[src/shared/iwb_params.svh]
// constants of the wide external bus port: register address, cycle phase lengths
// assumes a cpu clock period of two oscillator periods, or one in double-speed mode
`ifndef IWB_PARAMS_SVH
`define IWB_PARAMS_SVH
`define IWB_SFR_WIDE_HI      8'hf9
`define IWB_WIDE_HI_RESET    8'h00
`define IWB_SFR_READ_ZERO    8'h00
`define IWB_OSC_PER_CPU_STD  1'b1
`define IWB_ADDR_TICKS       4'h1
`define IWB_HOLD_TICKS       4'h1
`define IWB_STROBE_TICKS     4'h3
`define IWB_STRETCH_TICKS    4'hf
`define IWB_RECOV_TICKS      4'h1
`define IWB_CYCLE_TICKS      5'h06
`define IWB_CYCLE_TICKS_LONG 5'h12
`endif

[src/shared/iwb_pkg.sv]
// types of the wide external bus port
// assumes iwb_params.svh is on the include path
package iwb_pkg;
   typedef enum logic [4:0] {
      IWB_IDLE   = 5'h01,
      IWB_ADDR   = 5'h02,
      IWB_HOLD   = 5'h04,
      IWB_STROBE = 5'h08,
      IWB_RECOV  = 5'h10
   } iwb_state_t;

   typedef struct packed {
      logic        is_write;
      logic        via_index;
      logic [15:0] addr;
      logic [7:0]  data;
   } iwb_req_t;

   typedef struct packed {
      logic       ale;
      logic       rd_n;
      logic       wr_n;
      logic [7:0] lo_out;
      logic       lo_oe;
      logic [7:0] hi_out;
      logic       hi_oe;
   } iwb_pins_t;
endpackage

[src/core/iwb_port.sv]
// external data move engine with 8/16-bit bus and the high data byte register
// assumes the cpu issues one move at a time and holds auxiliary control bits steady
`timescale 1ns/1ns
`include "iwb_params.svh"
// Notes on behaviour
// - with wide mode set, every external move is a 16-bit transfer, else 8-bit
// - low port carries low address then low data byte
// - high port carries high address then high data byte in wide mode
// - wide write: low byte from move request data, high byte from holding register
// - wide read: low byte to cpu result, high byte captured into holding register
// - a bus cycle lasts six cpu clock periods, eighteen with the stretch bit set
// - stretch bit widens read and write strobes from 3 to 15 cpu periods
// - index-register moves put the high port register on the high port
// - pointer moves with page access disable put the high port register out
// - address latch strobe marks a valid address on the low lines
module iwb_port
   import iwb_pkg::*;
(
   // clock and reset
   input  wire logic       mclk,
   input  wire logic       reset,
   // clocking and auxiliary control bits
   input  wire logic       double_speed,
   input  wire logic       wide_bus_enable,
   input  wire logic       strobe_stretch,
   input  wire logic       page_access_disable,
   input  wire logic [7:0] high_port_reg,
   // special function register access
   input  wire logic [7:0] sfr_addr,
   input  wire logic       sfr_wr,
   input  wire logic [7:0] sfr_wdata,
   output logic      [7:0] sfr_rdata,
   // external move request from the cpu
   input  wire iwb_req_t   move_req,
   input  wire logic       move_valid,
   output logic            move_busy,
   output logic            move_done,
   output logic      [7:0] cpu_result,
   // pins
   output iwb_pins_t       pins,
   input  wire logic [7:0] low_port_in,
   input  wire logic [7:0] high_port_in
);
   iwb_state_t state_r, state_nxt;
   iwb_req_t   req_r, req_nxt;
   iwb_pins_t  pins_r, pins_nxt;
   logic       wide_r, wide_nxt, stretch_r, stretch_nxt, pgdis_r, pgdis_nxt;
   logic [3:0] cnt_r, cnt_nxt;
   logic       div_r, div_nxt, tick;
   logic [7:0] hi_byte_r, hi_byte_nxt, result_r, result_nxt, rdata_r, rdata_nxt;
   logic       busy_r, busy_nxt, done_r, done_nxt;
   logic [7:0] lo_s1_r, lo_s2_r, hi_s1_r, hi_s2_r;
   logic [7:0] hi_addr;
   logic       last_tick;

   function automatic logic [3:0] phase_len(input iwb_state_t st, input logic stretch);
      unique case (st)
         IWB_ADDR:   phase_len = `IWB_ADDR_TICKS;
         IWB_HOLD:   phase_len = `IWB_HOLD_TICKS;
         IWB_STROBE: phase_len = stretch ? `IWB_STRETCH_TICKS : `IWB_STROBE_TICKS;
         IWB_RECOV:  phase_len = `IWB_RECOV_TICKS;
         default:    phase_len = `IWB_ADDR_TICKS;
      endcase
   endfunction

   // cpu clock enable: every oscillator cycle in double speed, else every second one
   assign tick = double_speed | (div_r == `IWB_OSC_PER_CPU_STD);
   assign last_tick = tick && (cnt_r == phase_len(state_r, stretch_r) - 4'h1);
   // high address source: port register for index moves or disabled page access
   assign hi_addr = (req_r.via_index || pgdis_r) ? high_port_reg : req_r.addr[15:8];

   always_comb
   begin
      state_nxt   = state_r;
      req_nxt     = req_r;
      wide_nxt    = wide_r;
      stretch_nxt = stretch_r;
      pgdis_nxt   = pgdis_r;
      cnt_nxt     = cnt_r;
      div_nxt     = ~div_r;
      hi_byte_nxt = hi_byte_r;
      result_nxt  = result_r;
      busy_nxt    = busy_r;
      done_nxt    = 1'b0;
      rdata_nxt   = (sfr_addr == `IWB_SFR_WIDE_HI) ? hi_byte_r : `IWB_SFR_READ_ZERO;
      if (sfr_wr && sfr_addr == `IWB_SFR_WIDE_HI)
         hi_byte_nxt = sfr_wdata;
      if (state_r == IWB_IDLE)
      begin
         if (move_valid)
         begin
            req_nxt     = move_req;
            wide_nxt    = wide_bus_enable;
            stretch_nxt = strobe_stretch;
            pgdis_nxt   = page_access_disable & ~move_req.via_index;
            state_nxt   = IWB_ADDR;
            cnt_nxt     = 4'h0;
            div_nxt     = 1'b0;
            busy_nxt    = 1'b1;
         end
      end
      else if (last_tick)
      begin
         cnt_nxt = 4'h0;
         unique case (state_r)
            IWB_ADDR:   state_nxt = IWB_HOLD;
            IWB_HOLD:   state_nxt = IWB_STROBE;
            IWB_STROBE:
            begin
               state_nxt = IWB_RECOV;
               if (!req_r.is_write)
               begin
                  result_nxt = lo_s2_r;
                  if (wide_r)
                     hi_byte_nxt = hi_s2_r;
               end
            end
            default:
            begin
               state_nxt = IWB_IDLE;
               busy_nxt  = 1'b0;
               done_nxt  = 1'b1;
            end
         endcase
      end
      else if (tick)
         cnt_nxt = cnt_r + 4'h1;
   end

   // pin values follow the next state so that they leave flip-flops aligned with it
   always_comb
   begin
      pins_nxt        = '0;
      pins_nxt.rd_n   = 1'b1;
      pins_nxt.wr_n   = 1'b1;
      pins_nxt.hi_out = (state_r == IWB_IDLE) ? move_req.addr[15:8] : hi_addr;
      if (state_r == IWB_IDLE)
      begin
         if (move_req.via_index || page_access_disable)
            pins_nxt.hi_out = high_port_reg;
      end
      unique case (state_nxt)
         IWB_ADDR:
         begin
            pins_nxt.ale    = 1'b1;
            pins_nxt.lo_out = req_nxt.addr[7:0];
            pins_nxt.lo_oe  = 1'b1;
            pins_nxt.hi_oe  = 1'b1;
         end
         IWB_HOLD:
         begin
            pins_nxt.lo_out = req_r.addr[7:0];
            pins_nxt.lo_oe  = 1'b1;
            pins_nxt.hi_oe  = 1'b1;
         end
         IWB_STROBE, IWB_RECOV:
         begin
            pins_nxt.rd_n = !(state_nxt == IWB_STROBE && !req_r.is_write);
            pins_nxt.wr_n = !(state_nxt == IWB_STROBE && req_r.is_write);
            pins_nxt.lo_out = req_r.data;
            pins_nxt.lo_oe  = req_r.is_write;
            pins_nxt.hi_oe  = req_r.is_write || !wide_r;
            if (wide_r && req_r.is_write)
               pins_nxt.hi_out = hi_byte_r;
         end
         default:
            pins_nxt.hi_out = '0;
      endcase
   end

   always_ff @(posedge mclk)
   begin
      lo_s1_r <= low_port_in;
      lo_s2_r <= lo_s1_r;
      hi_s1_r <= high_port_in;
      hi_s2_r <= hi_s1_r;
      if (reset)
      begin
         state_r   <= IWB_IDLE;
         req_r     <= '0;
         wide_r    <= 1'b0;
         stretch_r <= 1'b0;
         pgdis_r   <= 1'b0;
         cnt_r     <= 4'h0;
         div_r     <= 1'b0;
         hi_byte_r <= `IWB_WIDE_HI_RESET;
         result_r  <= 8'h00;
         rdata_r   <= 8'h00;
         busy_r    <= 1'b0;
         done_r    <= 1'b0;
         pins_r    <= '{ale: 1'b0, rd_n: 1'b1, wr_n: 1'b1, lo_out: 8'h00, lo_oe: 1'b0,
                        hi_out: 8'h00, hi_oe: 1'b0};
      end
      else
      begin
         state_r   <= state_nxt;
         req_r     <= req_nxt;
         wide_r    <= wide_nxt;
         stretch_r <= stretch_nxt;
         pgdis_r   <= pgdis_nxt;
         cnt_r     <= cnt_nxt;
         div_r     <= div_nxt;
         hi_byte_r <= hi_byte_nxt;
         result_r  <= result_nxt;
         rdata_r   <= rdata_nxt;
         busy_r    <= busy_nxt;
         done_r    <= done_nxt;
         pins_r    <= pins_nxt;
      end
   end

   assign pins       = pins_r;
   assign move_busy  = busy_r;
   assign move_done  = done_r;
   assign cpu_result = result_r;
   assign sfr_rdata  = rdata_r;

   // helper: cpu ticks since the cycle began
   logic [4:0] ticks_r;
   always_ff @(posedge mclk)
   begin
      if (reset || state_r == IWB_IDLE)
         ticks_r <= 5'h00;
      else if (tick)
         ticks_r <= ticks_r + 5'h01;
   end

   a_cycle_length: assert property (@(posedge mclk) disable iff (reset)
      $fell(busy_r) |-> ($past(ticks_r) + 5'h01 ==
                         ($past(stretch_r) ? `IWB_CYCLE_TICKS_LONG : `IWB_CYCLE_TICKS)))
      else $error("bus cycle length wrong");
   a_ale_addr: assert property (@(posedge mclk) disable iff (reset)
      pins_r.ale |-> pins_r.lo_oe && pins_r.lo_out == req_r.addr[7:0] && pins_r.rd_n
                     && pins_r.wr_n)
      else $error("latch strobe without address");
   a_ale_first: assert property (@(posedge mclk) disable iff (reset)
      $rose(busy_r) |-> pins_r.ale)
      else $error("cycle did not open with latch strobe");
   a_strobe_excl: assert property (@(posedge mclk) disable iff (reset)
      !(pins_r.rd_n == 1'b0 && pins_r.wr_n == 1'b0) && !(!pins_r.rd_n && pins_r.lo_oe))
      else $error("strobe overlap or drive conflict");
   a_wide_write: assert property (@(posedge mclk) disable iff (reset)
      (!pins_r.wr_n && wide_r) |-> pins_r.hi_out == hi_byte_r
                                   && pins_r.lo_out == req_r.data)
      else $error("wide write data wrong");
   a_wide_read_hi: assert property (@(posedge mclk) disable iff (reset)
      (state_r == IWB_STROBE && last_tick && !req_r.is_write && wide_r)
      |=> hi_byte_r == $past(hi_s2_r) && cpu_result == $past(lo_s2_r))
      else $error("wide read capture wrong");
   a_narrow_keep: assert property (@(posedge mclk) disable iff (reset)
      (busy_r && !wide_r && !$past(sfr_wr)) |-> $stable(hi_byte_r) && pins_r.hi_oe)
      else $error("narrow move touched high byte");
   a_index_high: assert property (@(posedge mclk) disable iff (reset)
      (pins_r.ale && (req_r.via_index || pgdis_r)) |-> pins_r.hi_out == $past(high_port_reg))
      else $error("high port not from port register");
   a_read_release: assert property (@(posedge mclk) disable iff (reset)
      (!pins_r.rd_n && wide_r) |-> !pins_r.hi_oe && !pins_r.lo_oe)
      else $error("port driven during wide read");
endmodule // iwb_port

[config.mk]
export PLATFORM = sky130hd
export DESIGN_NAME = iwb_port
export DESIGN_NICKNAME = d
export VERILOG_FILES = /design/src/shared/iwb_pkg.sv /design/src/core/iwb_port.sv
export VERILOG_INCLUDE_DIRS = /design/src /design/src/shared
export SDC_FILE = /design/constraint.sdc
export NUM_CORES = 1
export LEC_CHECK = 0
export ABC_AREA = 1
export BUFFER_PORTS_ARGS = -buffer_cell sky130_fd_sc_hd__clkbuf_2
export CORE_AREA = 2 2 146 148
export CTS_BUF_LIST = sky130_fd_sc_hd__clkbuf_8
export CTS_CLUSTER_SIZE = 25
export DETAILED_ROUTE_END_ITERATION = 10
export DIE_AREA = 0 0 148 150
export GPL_ROUTABILITY_DRIVEN = 0
export PLACE_DENSITY = 0.38
export SYNTH_ARGS = -nofsm -noshare
export SYNTH_HDL_FRONTEND = slang
export SYNTH_SLANG_ARGS = --single-unit
export TNS_END_PERCENT = 10
[constraint.sdc]
create_clock -name mclk -period 4.71 [get_ports mclk]
set_clock_uncertainty 0.05 [all_clocks]
set_input_delay 0.471 -clock mclk [delete_from_list [all_inputs] [get_ports mclk]]
set_output_delay 0.471 -clock mclk [all_outputs]
set_load 0.01 [all_outputs]
==> implementation parameters, run 1 <==
Parameter                              Value

Setup path
  Critical Path Slowest Stage Cell    sky130_fd_sc_hd__nor2_4
  Most used cell, CP    sky130_fd_sc_hd__nand2_2
  Critical path cell sequence    nor2_1, nand4_1, inv_2, nand2_2, nand2_2, nor2_4, nand2_2, nand2_4, nand2_1, a21oi_2
  CP endpoint kind    flop
  Critical path's top delay family    simple AND/OR/NAND/NOR gates
  Slowest Stage Delay on Critical Path    0.65 ns
  Worst flop-to-flop path startpoint    state_r[2]
  Endpoint of the worst-slack reg-to-reg timing path    pins[5]
  Worst Reg-to-Reg Cells    10
  Critical path data required time    5.02 ns
  CP arrival    3.33 ns
  Worst-case register-to-register setup slack    1.69 ns
  Buf+Inv Stages, Crit Path    1
  CP Max Fanout    44
  Critical path class    reg2reg
  Startpoint type of the worst setup path    flop

Global routing
  Maximum number of pins on one net before global-route repair    45
  Gr usage total    0.119
  Wire length of the first global-routing pass    20.4 mm
  Via count of the first global-routing pass    4050
  Initial antenna violation count    2
  GRT overflow    0

Drt
  Detailed-route wire length per cell    13.0 µm
  Detailed router's first-iteration violation count    178
  Detailed-routing iteration count for the pre-antenna-repair pass    5
  Count of unresolved DRC violations after routing    0
  Via count of the routed design    4025
  Number of nets still failing antenna checks after routing    0
  Via count normalized by instance count    4.12
  Wire length reported by the detailed router    12.7 mm

Power and ir drop
  Cell Pwr Density    between 500 and 600 mW/mm²
  Worst IR drop on VDD    0.000260 V
  Total power after layout    3150 µW
  Lkg Pwr    0.00260 µW

Timing
  Worst relative slew slack    0.300
  Tightest hold margin    ~0.080 ns
  Final setup vio count    0
  Final hold viol count    0
  Unrepaired setup endpoints after global routing    false
  Worst Max-Slew Pin Slew    1.05 ns
  Least setup slack across all paths after layout    1.69 ns
  Final Slew Violations    0
  Setup Total Neg Slack    0 ns
  Fmax    331 MHz
  Clock period minus worst slack    3.02 ns
  Share of the cycle needed by the critical path after routing    0.641

Floorplan
  Starting Density    0.225
  I/O pin count    113
  Width of the die    148 µm
  # rows    53
  Core region area    between 0.02 and 0.025 mm²
  Area enclosed by the die boundary    0.0222 mm²
  Die extent in y    150 µm

Logic synthesis
  Post-synthesis compound-gate area fraction    0.113
  Synth Area in Adders    0.00269
  Count of distinct cell types in the synthesized netlist    32
  Yosys reg bits    118
  Avg Synthesized Cell Area    roughly 8.1 µm²
  Share of synthesized area occupied by flip-flops and latches    0.507
  Portion of netlist area occupied by mux cells    0.0193
  Number of standard cells after synthesis    574
  Number of nets produced by synthesis    approximately 650
  Yosys synthesis warning count    0
  Xor-xnor portion of the synthesized cell area    0.00376
  Simple logic cell fraction of the synthesized area    0.284
  Summed instance area of the synthesized netlist    0.00466 mm²
  Main combinational cell family by area after synthesis    simple AND/OR/NAND/NOR gates

Worst hold path
  Worst Hold Depth    1
  Launch instance of the worst min-delay path    low_port_in[2]
  Worst hold-check path type    in2reg
  Worst hold endpoint    lo_s1_r[2]

Clocking
  Clock tree from TritonCTS    done
  Number of levels in the clock H-tree    4
  Max clock buf depth    2
  Clock transition at path regs    0.08 ns
  Insertion delay of the later-clocked pin in the worst-skew pair    0.44 ns
  TritonCTS Buffers    17
  Number of gates given a new drive strength after cts    0
  Post-cts hold buffer count    0
  Master cell of the clock root buffer    sky130_fd_sc_hd__clkbuf_8
  Total number of clock tree sinks    118
  Setup Buffers After CTS    0

Final layout
  Layout cells sized above 1    0.295
  Relative area change from synthesis to final layout    25.4%
  Layout Nets    761
  Commonest non-fill, non-tap cell in the layout    sky130_fd_sc_hd__dfxtp_1
  Commonest non-fill, non-tap cells in the layout    sky130_fd_sc_hd__dfxtp_1, sky130_fd_sc_hd__clkbuf_2, sky130_fd_sc_hd__nand2_1

Place
  Count of input and output buffers    112
  Pre-CTS worst setup slack    1.69 ns
  Half-perimeter wire length after detailed placement    9.33 mm

Flow run
  Number of violations of the max-capacitance limit    0

Run status
  Run status    complete, no violations
-- worst max path at each step --
stage	slack, ns	from	to	cells after the start
after floorplan	2.83	state_r[0]	pins[1]	14
after global placement	1.78	state_r[1]	pins[4]	10
after detailed placement	1.69	state_r[3]	pins[5]	10
after CTS	1.65	state_r[2]	pins[5]	10
after global routing	1.36	state_r[2]	pins[3]	10
final	1.69	state_r[2]	pins[5]	10
-- area by class of cell --
type,instances,area [µm²]
Fill cell,2281,14800
Sequential cell,118,2360
Multi-Input combinational cell,376,1970
Timing Repair Buffer,114,576
Tap cell,275,344
Clock buffer,17,234
Inverter,59,221
Clock inverter,15,130
Antenna cell,2,5.00
-- power breakdown --
group	switching [µW]	total, µW	leakage (µW)	internal (µW)
Combinational	768	1080	0.00145	315
Clock	482	867	0.000183	385
Sequential	75.3	1200	0.000969	1130
Total	1330	3150	0.00260	1830
-- state kept, by name (all words and copies together) (netlist names), 4 cells and up --
register,flops
hi_s2_r,8
sfr_rdata,8
state_r,5
cpu_result,8
pins,21
cnt_r,4
hi_s1_r,8
hi_byte_r,8
lo_s2_r,8
req_r,26
lo_s1_r,8
-- kinds of logic after synthesis --
logic type      Yosys count
flops                   118
xor+xnor                  2
fa+ha+maj                 1
compound gates           94
buf+inv                  80
mux                       8
simple gates            271
-- synth_stat cells --
cell / number / share of area
sky130_fd_sc_hd__nand3_1: 38 / 0.041
sky130_fd_sc_hd__clkbuf_1: 15 / 0.012
sky130_fd_sc_hd__a21oi_2: 8 / 0.015
sky130_fd_sc_hd__o211a_1: 1 / 0.0021
sky130_fd_sc_hd__inv_1: 53 / 0.043
sky130_fd_sc_hd__mux2_2: 8 / 0.019
sky130_fd_sc_hd__nand4_1: 7 / 0.0094
sky130_fd_sc_hd__inv_2: 4 / 0.0032
sky130_fd_sc_hd__buf_4: 2 / 0.0032
sky130_fd_sc_hd__dfxtp_1: 118 / 0.51
sky130_fd_sc_hd__a211oi_1: 8 / 0.013
sky130_fd_sc_hd__nor2_1: 74 / 0.060
sky130_fd_sc_hd__nand3_4: 1 / 0.0038
sky130_fd_sc_hd__nand2_1: 102 / 0.082
sky130_fd_sc_hd__ha_1: 1 / 0.0027
sky130_fd_sc_hd__nor4_1: 1 / 0.0013
sky130_fd_sc_hd__nand3_2: 12 / 0.026
sky130_fd_sc_hd__clkinv_1: 2 / 0.0016
sky130_fd_sc_hd__nor2_4: 6 / 0.015
sky130_fd_sc_hd__nor2_2: 3 / 0.0040
sky130_fd_sc_hd__xor2_1: 2 / 0.0038
sky130_fd_sc_hd__buf_2: 2 / 0.0021
sky130_fd_sc_hd__a21oi_1: 30 / 0.032
sky130_fd_sc_hd__nor3_1: 9 / 0.0097
sky130_fd_sc_hd__o21ai_0: 46 / 0.049
sky130_fd_sc_hd__nand2_2: 10 / 0.013
sky130_fd_sc_hd__or2_2: 2 / 0.0027
sky130_fd_sc_hd__nand2_4: 5 / 0.012
sky130_fd_sc_hd__o21a_1: 1 / 0.0016
sky130_fd_sc_hd__buf_1: 1 / 0.00081
sky130_fd_sc_hd__nor2_8: 1 / 0.0043
sky130_fd_sc_hd__buf_12: 1 / 0.0043
-- metal layers --
layer | up-vias | share of wire | GRT usage
li1 | 2083 | - | -
met1 | 1805 | 0.46 | 0.144
met2 | 126 | 0.45 | 0.189
met3 | 11 | 0.080 | 0.0454
met4 | 0 | 0.015 | 0.0467
met5 | - | 0 | 0
-- stage by stage --
| stage | area, µm² | utilization | cells |
|---|---|---|---|
| finish | 5840 | 0.282 | 976 |
| global route | 5840 | 0.282 | 974 |
| CTS | 5840 | 0.282 | 974 |
| detailed placement | 5470 | 0.265 | 942 |
| global placement | 5470 | 0.265 | 942 |
| floorplan | 4660 | - | 574 |
Power figures use the tool's default switching activity.
==> run 2, diff against run 1 <==
--- a/config.mk
+++ b/config.mk
@@ -6,15 +6,15 @@
 export SDC_FILE = /design/constraint.sdc
 export NUM_CORES = 1
 export LEC_CHECK = 0
-export ABC_AREA = 1
+export ABC_AREA = 0
 export BUFFER_PORTS_ARGS = -buffer_cell sky130_fd_sc_hd__clkbuf_2
-export CORE_AREA = 2 2 146 148
+export CORE_AREA = 2 2 137 139
 export CTS_BUF_LIST = sky130_fd_sc_hd__clkbuf_8
 export CTS_CLUSTER_SIZE = 25
 export DETAILED_ROUTE_END_ITERATION = 10
-export DIE_AREA = 0 0 148 150
+export DIE_AREA = 0 0 139 141
 export GPL_ROUTABILITY_DRIVEN = 0
-export PLACE_DENSITY = 0.38
+export PLACE_DENSITY = 0.4
 export SYNTH_ARGS = -nofsm -noshare
 export SYNTH_HDL_FRONTEND = slang
 export SYNTH_SLANG_ARGS = --single-unit
==> constraint.sdc (replaced) <==
create_clock -name mclk -period 2.5 [get_ports mclk]
set_clock_uncertainty 0.05 [all_clocks]
set_input_delay 0.25 -clock mclk [delete_from_list [all_inputs] [get_ports mclk]]
set_output_delay 0.25 -clock mclk [all_outputs]
set_load 0.01 [all_outputs]
==> run 2 against run 1 <==
  * The run now ends with negative setup slack left
  * First-iteration DRC count shrank 24%
  * Routed wire length shrank 9.4%
  * Combinational power shrank 18%
  * Power grew 54%
  * Critical path type unchanged
  * Largest cell class unchanged
==> implementation parameters, run 2 <==
Parameter                              Value

Global routing
  Initial antenna violation count    1
  Maximum number of pins on one net before global-route repair    33
  Gr usage total    0.120
  Via count of the first global-routing pass    3747
  Wire length of the first global-routing pass    18.7 mm
  GRT overflow    0

Timing
  Share of the cycle needed by the critical path after routing    1.03
  Final Slew Violations    0
  Setup Total Neg Slack    -0.448 ns
  Least setup slack across all paths after layout    -0.0783 ns
  Unrepaired setup endpoints after global routing    true
  Final hold viol count    0
  Fmax    between 300 and 400 MHz
  Final setup vio count    13
  Worst Max-Slew Pin Slew    0.754 ns
  Worst relative slew slack    0.493
  Clock period minus worst slack    2.58 ns

Setup path
  Worst-case register-to-register setup slack    -0.08 ns
  Worst flop-to-flop path startpoint    cnt_r[2]
  Buf+Inv Stages, Crit Path    4
  Critical Path Slowest Stage Cell    sky130_fd_sc_hd__or3_4
  Critical path class    reg2reg
  Critical path cell sequence    buf_4, or3_4, a21boi_4, a21oi_2, o311a_1, buf_4, nand4b_1, buf_4, nor2_4, buf_6, nand2_1, a31oi_1
  Most used cell, CP    sky130_fd_sc_hd__buf_4
  Critical path's top delay family    compound AO/OA/AOI/OAI gates
  Slowest Stage Delay on Critical Path    0.40 ns
  Startpoint type of the worst setup path    flop
  CP endpoint kind    flop
  Critical path data required time    2.80 ns
  Endpoint of the worst-slack reg-to-reg timing path    pins[12]
  Worst Reg-to-Reg Cells    12
  CP arrival    2.88 ns
  CP Max Fanout    8

Floorplan
  Core region area    0.0183 mm²
  Die extent in y    141 µm
  I/O pin count    ~110
  Width of the die    139 µm
  # rows    50
  Area enclosed by the die boundary    approximately 0.02 mm²
  Starting Density    0.224

Final layout
  Sequential standard cell area    0.00236 mm²
  Layout Nets    692
  Relative area change from synthesis to final layout    48.9%
  Flip-flop count of the largest register, all copies and words added    26
  Multi-input gate area in the final layout    0.00171 mm²
  Number of non-filler instances in the completed layout    about 860
  Commonest non-fill, non-tap cell in the layout    sky130_fd_sc_hd__dfxtp_1
  Commonest non-fill, non-tap cells in the layout    sky130_fd_sc_hd__dfxtp_1, sky130_fd_sc_hd__clkbuf_2, sky130_fd_sc_hd__nand2_1
  Number of fillers in the final layout    1957
  Layout cells sized above 1    0.329
  Top reg by flops    req_r
  Layout Utilization    0.334
  Diodes inserted    0

Flow run
  Number of violations of the max-capacitance limit    0

Logic synthesis
  Post-synthesis compound-gate area fraction    0.150
  Leading register cell type out of synthesis    sky130_fd_sc_hd__dfxtp_1
  Number of standard cells after synthesis    425
  Top cell type's share of synthesized area    0.577
  Synth Area in Adders    0.00306
  Most frequent cell after synthesis    sky130_fd_sc_hd__dfxtp_1
  Most frequent cells after synthesis    sky130_fd_sc_hd__dfxtp_1, sky130_fd_sc_hd__nand2_1, sky130_fd_sc_hd__a21oi_1
  Avg Synthesized Cell Area    9.63 µm²
  Portion of netlist area occupied by mux cells    0.0471
  Yosys synthesis warning count    0
  Yosys reg bits    118
  Xor-xnor portion of the synthesized cell area    0.0107
  Count of distinct cell types in the synthesized netlist    51
  Leading post-synthesis cells by cell area    sky130_fd_sc_hd__dfxtp_1, sky130_fd_sc_hd__nand2_1, sky130_fd_sc_hd__a21oi_1
  Number of nets produced by synthesis    500
  Simple logic cell fraction of the synthesized area    0.190
  Share of synthesized area occupied by flip-flops and latches    0.577
  Yosys top cell by area    sky130_fd_sc_hd__dfxtp_1
  Number of enable flip-flop cells after synthesis    0
  Summed instance area of the synthesized netlist    0.00409 mm²
  Main combinational cell family by area after synthesis    simple AND/OR/NAND/NOR gates
  Post-synth ARST share    0

Drt
  Detailed router's first-iteration violation count    around 140
  Number of nets still failing antenna checks after routing    0
  Wire length reported by the detailed router    11.5 mm
  Count of unresolved DRC violations after routing    0
  Via count of the routed design    3670
  Detailed-route wire length per cell    approximately 13 µm
  Detailed-routing iteration count for the pre-antenna-repair pass    4
  Via count normalized by instance count    ~4.2

Clocking
  Master cell of the clock root buffer    sky130_fd_sc_hd__clkbuf_8
  Total number of clock tree sinks    118
  Setup Buffers After CTS    0
  Insertion delay of the later-clocked pin in the worst-skew pair    0.43 ns
  Max clock buf depth    2
  Number of levels in the clock H-tree    4
  TritonCTS Buffers    17
  Clock tree from TritonCTS    done
  Clock transition at path regs    0.07 ns

Run status
  Violations in the final reports    negative setup slack
  Run status    complete, but fails checks

Place
  Half-perimeter wire length after detailed placement    8.23 mm
  Count of input and output buffers    roughly 110
  Number of cells in the design after placement    793
  Pre-CTS worst setup slack    -0.125 ns

Worst hold path
  Worst Hold Depth    3
  Worst hold endpoint    req_r[11]
  Launch instance of the worst min-delay path    move_req[11]
  Worst hold-check path type    in2reg

Power and ir drop
  Lkg Pwr    0.00265 µW
  Cell Pwr Density    799 mW/mm²
  Total power after layout    4870 µW
  Worst IR drop on VDD    0.000420 V
run 2: layout make-up:
cell class,instances,area share
Clock buffer,18,0.0407
Clock inverter,14,0.0324
Inverter,3,0.00185
Multi-Input combinational cell,285,0.280
Sequential cell,118,0.388
Tap cell,234,0.0480
Timing Repair Buffer,192,0.209
run 2: worst register-to-register path, cell delays in order, from the launching register on:
cell	delay (ns)
sky130_fd_sc_hd__dfxtp_2	0.32
sky130_fd_sc_hd__buf_4	0.14
sky130_fd_sc_hd__or3_4	0.40
sky130_fd_sc_hd__a21boi_4	0.17
sky130_fd_sc_hd__a21oi_2	0.08
sky130_fd_sc_hd__o311a_1	0.38
sky130_fd_sc_hd__buf_4	0.15
sky130_fd_sc_hd__nand4b_1	0.18
sky130_fd_sc_hd__buf_4	0.17
sky130_fd_sc_hd__nor2_4	0.10
sky130_fd_sc_hd__buf_6	0.14
sky130_fd_sc_hd__nand2_1	0.06
sky130_fd_sc_hd__a31oi_1	0.17
run 2: worst max path at each step:
| stage | end | slack (ns) | startpoint | depth (start not counted) |
|---|---|---|---|---|
| after CTS | pins[11] | -0.08 | cnt_r[1] | 10 |
| final | pins[12] | -0.08 | cnt_r[2] | 12 |
| after detailed placement | pins[2] | -0.13 | cnt_r[1] | 10 |
| after floorplan | pins[10] | 0.03 | state_r[1] | 9 |
| after global placement | pins[7] | -0.13 | cnt_r[1] | 10 |
| after global routing | pins[12] | -0.18 | cnt_r[2] | 12 |
run 2: kinds of logic (layout without fill, tap and decap cells):
| group | Yosys count | in the layout |
|---|---|---|
| multiplexers | 19 | 19 |
| AND/OR/NAND/NOR | 167 | 167 |
| adder cells (fa/ha/maj) | 1 | 1 |
| flip-flops | 118 | 118 |
| AO/OA/AOI/OAI | 93 | 93 |
| XOR/XNOR | 5 | 5 |
| buffers and inverters | 22 | 227 |
run 2: what timing repair did:
| action | in CTS | in global routing |
|---|---|---|
| hold endpoints to repair | 40 | 0 |
| gates resized for setup | 7 | 9 |
| hold buffers | 39 | 0 |
| endpoints found under the setup margin | 17 | 19 |
| pin swaps | 4 | 3 |
run 2: metrics by stage:
step           instance area, µm²  hold slack [ns]
2_1_floorplan                4090            0.228
3_3_place_gp                 5190            0.261
3_5_place_dp                 5190            0.262
4_1_cts                      6050         0.000385
5_1_grt                      6090           0.0176
6_report                     6090           0.0359
run 2: metal layers:
metal	wire, µm	vias up	global-route usage
met5	0	-	0
met4	170	0	0.0526
met3	972	15	0.0496
met2	5260	125	0.192
met1	5100	1667	0.143
li1	-	1863	-
run 2: power by group:
group          switching (µW)  internal (µW)  total, µW  leakage, µW
clock                     801           1120       1920     0.000220
sequential               53.8           2000       2060     0.000969
combinational             470            417        887      0.00146
==> run 3, diff against run 2 <==
--- a/config.mk
+++ b/config.mk
@@ -15,6 +15,7 @@
 export DIE_AREA = 0 0 139 141
 export GPL_ROUTABILITY_DRIVEN = 0
 export PLACE_DENSITY = 0.4
+export REMOVE_ABC_BUFFERS = 1
 export SYNTH_ARGS = -nofsm -noshare
 export SYNTH_HDL_FRONTEND = slang
 export SYNTH_SLANG_ARGS = --single-unit
==> run 3 against run 2 <==
  * The run still ends with negative setup slack left
  * First-iteration DRC count is 23% higher
  * Combinational power is 2.4% lower
  * Power is 5.4% lower
  * Routed wire length is 2.3% lower
  * Sequential power hardly changed
  * Global-route usage is 0.24 points lower
  * Cell count is 0.35% higher
  * Maximum frequency is 2.9% higher
  * Utilization is 0.36 points lower
  * Via count is 0.71% lower
  * Die area stayed put
  * Hold slack better by 0.00075 ns
  * Critical path type unchanged
==> implementation parameters, run 3 (synthesized netlist as in run 2, its figures left out) <==
Parameter                              Value

Power and ir drop
  Cell Pwr Density    about 760 mW/mm²
  Total power after layout    between 4000 and 5000 µW
  Lkg Pwr    between 0.002 and 0.003 µW
  Worst IR drop on VDD    0.000282 V

Clocking
  Master cell of the clock root buffer    sky130_fd_sc_hd__clkbuf_8
  Clock transition at path regs    about 0.060 ns
  Max clock buf depth    2
  Total number of clock tree sinks    118
  TritonCTS Buffers    17
  Insertion delay of the later-clocked pin in the worst-skew pair    ~0.43 ns
  Number of levels in the clock H-tree    4
  Clock tree from TritonCTS    done

Drt
  Detailed-route wire length per cell    ~13 µm
  Wire length reported by the detailed router    between 10 and 15 mm
  Via count of the routed design    3644
  Count of unresolved DRC violations after routing    0
  Via count normalized by instance count    4.20
  Number of nets still failing antenna checks after routing    0
  Detailed-routing iteration count for the pre-antenna-repair pass    4
  Detailed router's first-iteration violation count    167

Final layout
  Diodes inserted    0
  Flip-flop count of the largest register, all copies and words added    26
  Number of non-filler instances in the completed layout    867
  Layout Cell Area excl Fill    between 0.006 and 0.007 mm²
  Commonest non-fill, non-tap cells in the layout    sky130_fd_sc_hd__dfxtp_1, sky130_fd_sc_hd__clkbuf_2, sky130_fd_sc_hd__nand2_1
  Relative area change from synthesis to final layout    47.3%
  Top reg by flops    req_r
  Commonest non-fill, non-tap cell in the layout    sky130_fd_sc_hd__dfxtp_1
  Layout cells sized above 1    0.314
  Layout Nets    between 600 and 700

Place
  Count of input and output buffers    112
  Number of cells in the design after placement    795
  Cell Area, Placed    0.00519 mm²
  Pre-CTS worst setup slack    -0.0870 ns
  Half-perimeter wire length after detailed placement    8.13 mm

Timing
  Final setup vio count    2
  Least setup slack across all paths after layout    -0.00609 ns
  Final Slew Violations    0
  Worst relative slew slack    0.492
  Final hold viol count    0
  Fmax    between 300 and 400 MHz
  Clock period minus worst slack    between 2 and 3 ns
  Unrepaired setup endpoints after global routing    true
  Share of the cycle needed by the critical path after routing    1.00
  Worst Max-Slew Pin Slew    0.756 ns

Floorplan
  Core region area    0.0183 mm²
  # rows    50
  Width of the die    roughly 140 µm
  I/O pin count    113
  Starting Density    0.224
  Area enclosed by the die boundary    0.0196 mm²
  Die extent in y    141 µm

Setup path
  Worst Reg-to-Reg Cells    10
  CP arrival    2.81 ns
  Critical path data required time    between 2 and 3 ns
  Slowest Stage Delay on Critical Path    approximately 0.52 ns
  Critical path class    reg2reg
  CP endpoint kind    flop
  Critical Path Slowest Stage Cell    sky130_fd_sc_hd__or4_4
  CP Max Fanout    10
  Startpoint type of the worst setup path    flop
  Critical path cell sequence    or3_4, or4_4, a21boi_2, a21oi_2, xnor2_1, nor4b_2, buf_4, buf_6, o21ai_4, a31oi_1

Global routing
  Met2 GRT Util    0.187
  Via count of the first global-routing pass    3611
  Maximum number of pins on one net before global-route repair    32
  Met1 Use GR    0.144
  Gr usage total    0.118
  Wire length of the first global-routing pass    roughly 18 mm
  Global Route met3 Usage    0.0476
  GRT overflow    0
  GR peak layer    met2
  Initial antenna violation count    0

Run status
  Run status    complete, but fails checks
  Violations in the final reports    negative setup slack

Worst hold path
  Worst Hold Depth    3
  Worst hold-check path type    in2reg

Flow run
  Number of violations of the max-capacitance limit    0
run 3: area by class of cell:
cell class	instances	area (µm²)
Clock buffer	20	275
Clock inverter	10	106
Fill cell	1929	12200
Inverter	3	11.3
Multi-Input combinational cell	285	1670
Sequential cell	118	2360
Tap cell	234	293
Timing Repair Buffer	197	1310
run 3: critical path: cells and delay by family (launching register included):
kind	cells	cell delay, ns
XOR/XNOR	1	0.14
buffers and inverters	2	0.30
AND/OR/NAND/NOR	3	1.14
AO/OA/AOI/OAI	4	0.49
flip-flops	1	0.31
run 3: timing repair:
item | 4_1_cts | 5_1_grt
gates resized for setup | 6 | 1
setup endpoints to repair | 18 | 19
pin swaps | 1 | 8
setup buffers | 1 | 0
hold endpoints to repair | 41 | 0
hold buffers | 41 | 0
run 3: final timing paths:
| kind | to | from | slack, ns |
|---|---|---|---|
| worst min-delay path | req_r[10] | move_req[10] | 0.04 |
| worst max register to register | pins[11] | cnt_r[1] | -0.006 |
| worst max-delay path | pins[11] | cnt_r[1] | -0.006 |
| worst min register to register | lo_s2_r[2] | lo_s1_r[2] | 0.28 |
run 3: stage by stage:
step / hold slack, ns / setup TNS [ns] / utilization
2_1_floorplan: 0.228 / -6.72 / -
3_3_place_gp: 0.262 / -0.931 / 0.284
3_5_place_dp: 0.262 / -1.08 / 0.284
4_1_cts: 0.00115 / -0.137 / 0.330
5_1_grt: 0.0279 / -2.55 / 0.330
6_report: 0.0366 / -0.00786 / 0.330
run 3: power by group:
group	internal (µW)	switching, µW	leakage (µW)
Sequential	2000	56.5	0.000969
Clock	942	735	0.000193
Combinational	412	454	0.00149
Total	3360	1250	0.00265
run 3: per-layer routing:
layer | share of wire | up-vias
met5 | 0 | -
met4 | 0.020 | 0
met3 | 0.068 | 16
met2 | 0.46 | 99
met1 | 0.45 | 1660
li1 | - | 1869
